===== src/core/gpio_port_pkg.sv =====
package gpio_port_pkg;

    // ********************************************************
    // Bus and decode
    // ********************************************************
    localparam int ADDR_W = 16;
    localparam int DATA_W = 16;
    localparam logic [15:0] BASE_BLOCKING = 16'h0200;
    localparam logic [15:0] BASE_NONBLOCKING = 16'h0300;
    localparam logic [15:0] BASE_MASK = 16'hff00;
    localparam logic [7:0] OFF_CTRL = 8'h40;
    localparam logic [7:0] OFF_PULL = 8'h42;
    localparam logic [7:0] OFF_LEVEL = 8'h43;
    localparam logic [7:0] OFF_PIN0_ROUTE = 8'h44;
    localparam logic [7:0] OFF_PIN3_ROUTE = 8'h4a;

    // ********************************************************
    // Field positions
    // ********************************************************
    localparam int NUM_PINS = 4;
    localparam int NUM_IO = 3;
    localparam int NUM_CAP = 4;
    localparam int CTRL_EN_LSB = 0;
    localparam int CTRL_DIR_LSB = 4;
    localparam int CTRL_EN_MASK_LSB = 8;
    localparam int CTRL_DIR_MASK_LSB = 12;
    localparam int PULL_UP_LSB = 0;
    localparam int PULL_DOWN_BIT = 3;
    localparam int ROUTE_LIN_BIT = 1;
    localparam int ROUTE_SCI_BIT = 2;
    localparam int ROUTE_CAP_LSB = 3;
    localparam int PIN3_WAKE_BIT = 7;
    localparam int PIN3_INDEX = 3;

    // ********************************************************
    // Writable masks and reset values
    // ********************************************************
    localparam logic [7:0] PULL_WMASK = 8'h0f;
    localparam logic [7:0] ROUTE0_WMASK = 8'h7e;
    localparam logic [7:0] PIN3_WMASK = 8'h80;
    localparam logic [3:0] EN_RESET = 4'h0;
    localparam logic [2:0] DIR_RESET = 3'h0;
    localparam logic [7:0] PULL_RESET = 8'h00;
    localparam logic [7:0] ROUTE0_RESET = 8'h00;
    localparam logic [7:0] PIN3_RESET = 8'h00;

    // ********************************************************
    // Timing
    // ********************************************************
    localparam int SYNC_STAGES = 2;

endpackage


===== src/core/pin_sync.sv =====
`timescale 1ns/10ps
module pin_sync
    import gpio_port_pkg::*;
#(
    parameter int WIDTH = NUM_PINS,
    parameter int STAGES = SYNC_STAGES
) (
    input wire logic i_ref_clk,
    input wire logic i_reset_n,
    input wire logic i_clk_en,
    input wire logic [WIDTH-1:0] i_async,
    output logic [WIDTH-1:0] o_sync
);

    // Fewer than two stages would not settle metastability
    if (STAGES < 2 || WIDTH < 1) begin : g_bad_params
        $error("pin_sync: unsupported parameters");
    end

    logic [WIDTH-1:0] stage_reg [STAGES];
    logic [WIDTH-1:0] stage_next [STAGES];

    always_comb begin
        stage_next[0] = i_async;
        for (int s = 1; s < STAGES; s++) begin
            stage_next[s] = stage_reg[s-1];
        end
    end

    always_ff @(posedge i_ref_clk or negedge i_reset_n) begin
        if (!i_reset_n) begin
            for (int s = 0; s < STAGES; s++) begin
                stage_reg[s] <= '0;
            end
        end else if (i_clk_en) begin
            stage_reg <= stage_next;
        end
    end

    assign o_sync = stage_reg[STAGES-1];

endmodule // pin_sync


===== src/core/gpio_port_config_regs.sv =====
// Summary of operation
// - The direction and enable control register is reached only by whole 16-bit accesses.
// - A direction bit changes on a write only when its direction mask bit is set in that word.
// - An enable bit changes on a write only when its enable mask bit is set in that word.
// - Direction zero makes pins 0 to 2 inputs and direction one makes them outputs.
// - A cleared enable leaves the pin floating; set, pins 0 to 2 are I/O and pin 3 input only.
// - Port logic keeps running whatever the enables; an enable only joins it to the pad buffer.
// - Pull bit 3 switches the pin 3 pull-down on or off.
// - Pull bits 2 to 0 switch the pull-ups of pins 2 to 0 on or off.
// - The level register reads the pin buffers in bits 3 to 0 and ignores writes.
// - In normal mode pin 3 reads back only while its wake/read enable is set.
// - Routing bits 6 to 3 send pin 0 to capture channels 3 to 0.
// - Routing bit 2 sends pin 0 to the serial receiver input.
// - Routing bit 1 sends pin 0 to the LIN transmit input.
// - Offsets decode against base 0x0200 for blocking and 0x300 for non-blocking access.
// - Full port function exists only in normal mode; low power keeps the pin 3 buffer, the pull settings and register access.
//
// Implementation choice: the strobed register port.
`timescale 1ns/10ps
module gpio_port_config_regs
    import gpio_port_pkg::*;
#(
    parameter int ADDR_WIDTH = ADDR_W
) (
    input wire logic i_ref_clk,
    input wire logic i_reset_n,
    input wire logic i_clk_en,
    input wire logic [ADDR_WIDTH-1:0] i_addr,
    input wire logic [DATA_W-1:0] i_wdata,
    input wire logic i_wr,
    input wire logic i_rd,
    input wire logic i_word_access,
    output logic [DATA_W-1:0] o_rdata,
    input wire logic i_normal_mode,
    input wire logic [NUM_PINS-1:0] i_port_pin_in,
    input wire logic [NUM_IO-1:0] i_port_out_value,
    output logic [NUM_IO-1:0] o_port_pin_out,
    output logic [NUM_IO-1:0] o_port_pin_oe,
    output logic [NUM_PINS-1:0] o_pin_buffer_connect,
    output logic [NUM_IO-1:0] o_pin_direction,
    output logic [NUM_IO-1:0] o_pullup_on,
    output logic o_pin3_pulldown_on,
    output logic [NUM_CAP-1:0] o_capture_in,
    output logic o_serial_rx,
    output logic o_lin_tx_in
);

    // ********************************************************
    // Elaboration checks
    // ********************************************************
    // Both bases need address bits 9 and 8 to be present
    if (ADDR_WIDTH < 10 || ADDR_WIDTH > ADDR_W) begin : g_bad_addr_width
        $error("gpio_port_config_regs: unsupported address width");
    end

    // ********************************************************
    // Functions
    // ********************************************************
    function automatic logic reg_hit(input logic [ADDR_WIDTH-1:0] addr,
                                     input logic [7:0] off);
        logic [15:0] full;
        full = 16'(addr);
        reg_hit = (full[7:0] == off) &&
                  (((full & BASE_MASK) == BASE_BLOCKING) ||
                   ((full & BASE_MASK) == BASE_NONBLOCKING));
    endfunction

    // Mask bit one takes the new bit, mask bit zero keeps the old
    function automatic logic [3:0] masked_update(input logic [3:0] old_val,
                                                 input logic [3:0] new_val,
                                                 input logic [3:0] mask);
        masked_update = (old_val & ~mask) | (new_val & mask);
    endfunction

    // ********************************************************
    // Decode
    // ********************************************************
    logic hit_ctrl;
    logic hit_pull;
    logic hit_level;
    logic hit_route0;
    logic hit_route3;
    logic ctrl_write;

    assign hit_ctrl = reg_hit(i_addr, OFF_CTRL);
    assign hit_pull = reg_hit(i_addr, OFF_PULL);
    assign hit_level = reg_hit(i_addr, OFF_LEVEL);
    assign hit_route0 = reg_hit(i_addr, OFF_PIN0_ROUTE);
    assign hit_route3 = reg_hit(i_addr, OFF_PIN3_ROUTE);
    // Byte writes to the control word are dropped, not half-applied
    assign ctrl_write = i_wr && i_word_access && hit_ctrl;

    // ********************************************************
    // Configuration registers
    // ********************************************************
    logic [3:0] enable_reg;
    logic [3:0] enable_next;
    logic [2:0] direction_reg;
    logic [2:0] direction_next;
    logic [7:0] pull_reg;
    logic [7:0] pull_next;
    logic [7:0] route0_reg;
    logic [7:0] route0_next;
    logic [7:0] route3_reg;
    logic [7:0] route3_next;

    always_comb begin
        enable_next = enable_reg;
        direction_next = direction_reg;
        pull_next = pull_reg;
        route0_next = route0_reg;
        route3_next = route3_reg;
        if (ctrl_write) begin
            enable_next = masked_update(enable_reg,
                                        i_wdata[CTRL_EN_LSB +: 4],
                                        i_wdata[CTRL_EN_MASK_LSB +: 4]);
            direction_next = 3'(masked_update({1'b0, direction_reg},
                                              {1'b0, i_wdata[CTRL_DIR_LSB +: 3]},
                                              {1'b0, i_wdata[CTRL_DIR_MASK_LSB +: 3]}));
        end
        if (i_wr && hit_pull) begin
            pull_next = i_wdata[7:0] & PULL_WMASK;
        end
        if (i_wr && hit_route0) begin
            route0_next = i_wdata[7:0] & ROUTE0_WMASK;
        end
        if (i_wr && hit_route3) begin
            route3_next = i_wdata[7:0] & PIN3_WMASK;
        end
    end

    always_ff @(posedge i_ref_clk or negedge i_reset_n) begin
        if (!i_reset_n) begin
            enable_reg <= EN_RESET;
            direction_reg <= DIR_RESET;
            pull_reg <= PULL_RESET;
            route0_reg <= ROUTE0_RESET;
            route3_reg <= PIN3_RESET;
        end else if (i_clk_en) begin
            enable_reg <= enable_next;
            direction_reg <= direction_next;
            pull_reg <= pull_next;
            route0_reg <= route0_next;
            route3_reg <= route3_next;
        end
    end

    // ********************************************************
    // Pad side
    // ********************************************************
    logic [NUM_PINS-1:0] pin_sync_q;
    logic [NUM_PINS-1:0] buffer_connect;
    logic [NUM_PINS-1:0] pin_level;
    logic pin3_readable;

    pin_sync #(
        .WIDTH(NUM_PINS),
        .STAGES(SYNC_STAGES)
    ) u_pin_sync (
        .i_ref_clk(i_ref_clk),
        .i_reset_n(i_reset_n),
        .i_clk_en(i_clk_en),
        .i_async(i_port_pin_in),
        .o_sync(pin_sync_q)
    );

    // Low power drops the buffers; only pin 3 stays for wake-up
    always_comb begin
        buffer_connect = enable_reg & {NUM_PINS{i_normal_mode}};
        buffer_connect[PIN3_INDEX] = enable_reg[PIN3_INDEX];
    end

    // Pin 3 sits behind its clamp and in normal mode reads only with the wake enable
    assign pin3_readable = route3_reg[PIN3_WAKE_BIT] || !i_normal_mode;
    always_comb begin
        pin_level = pin_sync_q & buffer_connect;
        pin_level[PIN3_INDEX] = pin_sync_q[PIN3_INDEX] &&
                                buffer_connect[PIN3_INDEX] && pin3_readable;
    end

    assign o_pin_buffer_connect = buffer_connect;
    assign o_pin_direction = direction_reg;
    // Pin 3 has no output driver at all
    assign o_port_pin_oe = direction_reg & buffer_connect[NUM_IO-1:0];
    assign o_pullup_on = pull_reg[PULL_UP_LSB +: NUM_IO];
    assign o_pin3_pulldown_on = pull_reg[PULL_DOWN_BIT];

    // ********************************************************
    // Output data and input routing
    // ********************************************************
    logic [NUM_IO-1:0] pin_out_reg;
    logic [NUM_IO-1:0] pin_out_next;
    logic [NUM_CAP-1:0] capture_reg;
    logic [NUM_CAP-1:0] capture_next;
    logic serial_rx_reg;
    logic serial_rx_next;
    logic lin_tx_reg;
    logic lin_tx_next;

    // Out value is computed even while the pin is disabled
    always_comb begin
        pin_out_next = i_port_out_value;
        capture_next = route0_reg[ROUTE_CAP_LSB +: NUM_CAP] & {NUM_CAP{pin_level[0]}};
        serial_rx_next = route0_reg[ROUTE_SCI_BIT] && pin_level[0];
        lin_tx_next = route0_reg[ROUTE_LIN_BIT] && pin_level[0];
        if (!i_normal_mode) begin
            capture_next = '0;
            serial_rx_next = 1'b0;
            lin_tx_next = 1'b0;
        end
    end

    always_ff @(posedge i_ref_clk or negedge i_reset_n) begin
        if (!i_reset_n) begin
            pin_out_reg <= '0;
            capture_reg <= '0;
            serial_rx_reg <= 1'b0;
            lin_tx_reg <= 1'b0;
        end else if (i_clk_en) begin
            pin_out_reg <= pin_out_next;
            capture_reg <= capture_next;
            serial_rx_reg <= serial_rx_next;
            lin_tx_reg <= lin_tx_next;
        end
    end

    assign o_port_pin_out = pin_out_reg;
    assign o_capture_in = capture_reg;
    assign o_serial_rx = serial_rx_reg;
    assign o_lin_tx_in = lin_tx_reg;

    // ********************************************************
    // Read path
    // ********************************************************
    logic [DATA_W-1:0] rdata_reg;
    logic [DATA_W-1:0] rdata_next;

    // Data stands only in the cycle after the strobe, zero otherwise
    always_comb begin
        rdata_next = '0;
        if (i_rd) begin
            if (hit_ctrl && i_word_access) begin
                rdata_next[CTRL_EN_LSB +: 4] = enable_reg;
                rdata_next[CTRL_DIR_LSB +: 3] = direction_reg;
            end else if (hit_pull) begin
                rdata_next[7:0] = pull_reg;
            end else if (hit_level) begin
                rdata_next[NUM_PINS-1:0] = pin_level;
            end else if (hit_route0) begin
                rdata_next[7:0] = route0_reg;
            end else if (hit_route3) begin
                rdata_next[7:0] = route3_reg;
            end
        end
    end

    always_ff @(posedge i_ref_clk or negedge i_reset_n) begin
        if (!i_reset_n) begin
            rdata_reg <= '0;
        end else if (i_clk_en) begin
            rdata_reg <= rdata_next;
        end
    end

    assign o_rdata = rdata_reg;
endmodule // gpio_port_config_regs


===== config.mk =====
export PLATFORM = sky130hd
export DESIGN_NAME = gpio_port_config_regs
export DESIGN_NICKNAME = d
export VERILOG_FILES = /design/src/core/gpio_port_pkg.sv /design/src/core/pin_sync.sv /design/src/core/gpio_port_config_regs.sv
export SDC_FILE = /design/constraint.sdc
export NUM_CORES = 1
export LEC_CHECK = 0
export BUFFER_PORTS_ARGS = -buffer_cell sky130_fd_sc_hd__buf_2
export CAP_MARGIN = 20
export CORE_MARGIN = 2
export CORE_UTILIZATION = 35
export CTS_CLUSTER_DIAMETER = 150
export DETAILED_ROUTE_END_ITERATION = 16
export PLACE_DENSITY = 0.66
export SYNTH_ARGS = -nofsm -noshare
export SYNTH_HDL_FRONTEND = slang
export SYNTH_SLANG_ARGS = --single-unit

===== constraint.sdc =====
create_clock -name i_ref_clk -period 1.1 [get_ports i_ref_clk]
set_input_delay 0.055 -clock i_ref_clk [delete_from_list [all_inputs] [get_ports i_ref_clk]]
set_output_delay 0.055 -clock i_ref_clk [all_outputs]
set_load 0.05 [all_outputs]

==> flow_summary.json <==
{
  "min-delay-path-class": "in2reg",
  "finish.utilization": 0.5719,
  "avgSynthCellArea_um2": 12.15,
  "leakagePower_nw": 1.650,
  "drive_gt1_frac": 0.6364,
  "gr-total-overflow": 0,
  "wl_per_cell_um": 16.65,
  "met3_usage": 0.04066,
  "p_switching_mw": 0.8707,
  "layout_setup_ws_ns": -0.1123,
  "hold_slack_ns": 0.01408,
  "worstSetupPathType": "in2reg",
  "dieArea_mm2": 0.006713,
  "cp_top_family": "simple AND/OR/NAND/NOR gates",
  "slew_violations": 0,
  "via_per_inst": 4.978,
  "switching_share": 0.2762,
  "clock_path_buffers": 2,
  "syn_to_final_growth_pct": 58.33,
  "run_status": "finished, violations left",
  "fin_nets": 342,
  "synthesis.area_mm2": 0.002126,
  "htree_levels": 2,
  "timing.final.hold_violations": 0,
  "synth.largest_area_cell": "dfrtp_1",
  "final_common_cell": "buf_2",
  "drc": 0,
  "cts_tree": "built",
  "rsz0062_at_grt": "yes",
  "cp_cell_sequence": "buf_6 -> nor4_4 -> nand4_2 -> nor2_4 -> buf_6 -> nand2_2 -> mux2_4",
  "chipWidth_um": 81.94,
  "gp_congestion": 0.9018,
  "end_kind": "flip-flop",
  "start_util": 0.3612,
  "intPower_mw": 2.282,
  "ys_seq_area_frac": 0.5062,
  "die_y_um": 81.94,
  "dp_hpwl_um": 4136,
  "drt_iter0_markers": 166,
  "cts_buffers": 5,
  "port_buffers": 74,
  "grt_pass1_wl_um": 9377,
  "yosysTopAreaCellShare": 0.5062,
  "grtUsageTotal": 0.1853,
  "cap_violations": 0,
  "max_stage_delay_ns": 0.37,
  "period_minus_slack_ns": 1.212,
  "first_pass_iters": 6,
  "cts_sinks": 43,
  "dp_slack_ns": -0.5399,
  "use_met1": 0.2438,
  "violations": "setup timing",
  "vias": 1852,
  "synth_area_leaders": "dfrtp_1, mux2_2, mux2_4",
  "grt_max_degree": 44,
  "met2_usage": 0.3041,
  "ys_seq_elements": 43,
  "comb_power_share": 0.157,
  "ff_latch_area_mm2": 0.001081,
  "clk_pin_slew_ns": 0.08,
  "p_total_mw": 3.152,
  "p_clk_frac": 0.318,
  "cp.arrival_ns": 1.39,
  "clk_latency_ns": 0.30,
  "final_cell_mix": "buf_2, dfrtp_1, buf_4",
  "core_area_mm2": 0.005886,
  "routed_wl_um": 6193,
  "antenna_cells": 0,
  "root_buffer": "clkbuf_8",
  "fin_cells": 372,
  "netlist_instances": 175,
  "yosysWarnings": 0,
  "finalCritPeriodShare": 1.102,
  "yosysUniqueCellTypes": 39,
  "required_ns": 1.28,
  "antenna_found_initial": 0,
  "num-fill-cells": 503,
  "setup_viol": 33,
  "ios": 85,
  "busiest_layer": "met2",
  "core.rowCount": 28,
  "cpMostUsedCell": "buf_6",
  "sequentialPowerShare": 0.526,
  "slowest_stage": "nor4_4",
  "grt_pass1_vias": 1847,
  "cp.buffers_inverters": 2,
  "drtAntennaViolNets": 0,
  "multi_input_area_mm2": 0.001197,
  "path_max_fanout": 4,
  "worst_setup_path_start_kind": "input pin",
  "pwr_density_cell_mw_per_mm2": 936.6,
  "clock_skew_ns": 0.01172,
  "irDropWorstVdd_mv": 0.8546,
  "fmax_mhz": 824.9,
  "dp.cells": 339
}
==> stage by stage <==
stage          setup TNS (ns)  instance area, um2
6_report               -2.308                3366
5_1_grt                -3.807                3366
4_1_cts                -1.631                3216
3_5_place_dp           -11.17                2741
3_3_place_gp           -10.43                2741
2_1_floorplan          -4.311                2192
==> Yosys cell counts (all sizes together) <==
cell and n:
a21oi 5, a22o 7, a22oi 5, a311oi 1
and2 4, and3 3, and4 1, buf 12
clkbuf 1, conb 1, dfrtp 43, inv 3
mux2 29, nand2 17, nand3 3, nand3b 2
nand4 3, nor2 12, nor2b 3, nor3 1
nor3b 1, nor4 1, nor4b 3, nor4bb 1
o211ai 1, o21ai 6, o2bb2ai 4, o32a 1
o32ai 1
==> final timing paths <==
| path | slack, ns | cells after the start | from | end |
|---|---|---|---|---|
| worst max register to register | -0.03 | 5 | flip-flop | o_serial_rx |
| min in group asynchronous | 0.24 | 3 | i_reset_n | pull_reg[3] |
| worst min register to register | 0.50 | 1 | o_rdata[4] | o_rdata[4] |
| worst max-delay path | -0.11 | 7 | i_addr[12] | flip-flop |
| max in group asynchronous | 0.61 | 3 | i_reset_n | asynchronous set/reset pin |
| worst min-delay path | 0.01 | 2 | i_wdata[4] | route0_reg[4] |
==> logic make-up after synthesis <==
family / Yosys count / share of synthesized area
other: 1 / 0.001764
multiplexers: 29 / 0.1660
AND/OR/NAND/NOR: 55 / 0.1754
AO/OA/AOI/OAI: 31 / 0.1054
buffers and inverters: 16 / 0.04531
flip-flops: 43 / 0.5062
==> area by class of cell <==
cell class	count	share of cell area
Tap cell	75	0.02788
Multi-Input combinational cell	123	0.3558
Timing Repair Buffer	120	0.2665
Clock inverter	2	0.003717
Sequential cell	43	0.3212
Inverter	3	0.003346
Clock buffer	6	0.02156
==> power by group through the flow <==
stage,Combinational [mW],Sequential (mW),Clock [mW]
2_1_floorplan,0.190,1.72,0
3_3_place_gp,0.412,1.68,0
3_5_place_dp,0.414,1.68,0
4_1_cts,0.473,1.66,1.04
5_1_grt,0.528,1.66,1.09
6_report,0.494,1.66,1.00
==> metal layers <==
layer | wire (um) | share of wire
met5 | 0 | 0
met4 | 79 | 0.013
met3 | 308 | 0.050
met2 | 3126 | 0.50
met1 | 2679 | 0.43
==> what timing repair did <==
item                                    in CTS  in global routing
endpoints found under the setup margin      30                 38
hold endpoints to repair                    52                  0
resized for setup                           55                 30
hold buffers                                10                  0
pin swaps                                   18                 23
buffers inserted                            14                  4
Note: power is estimated with default switching activity, not from simulation.
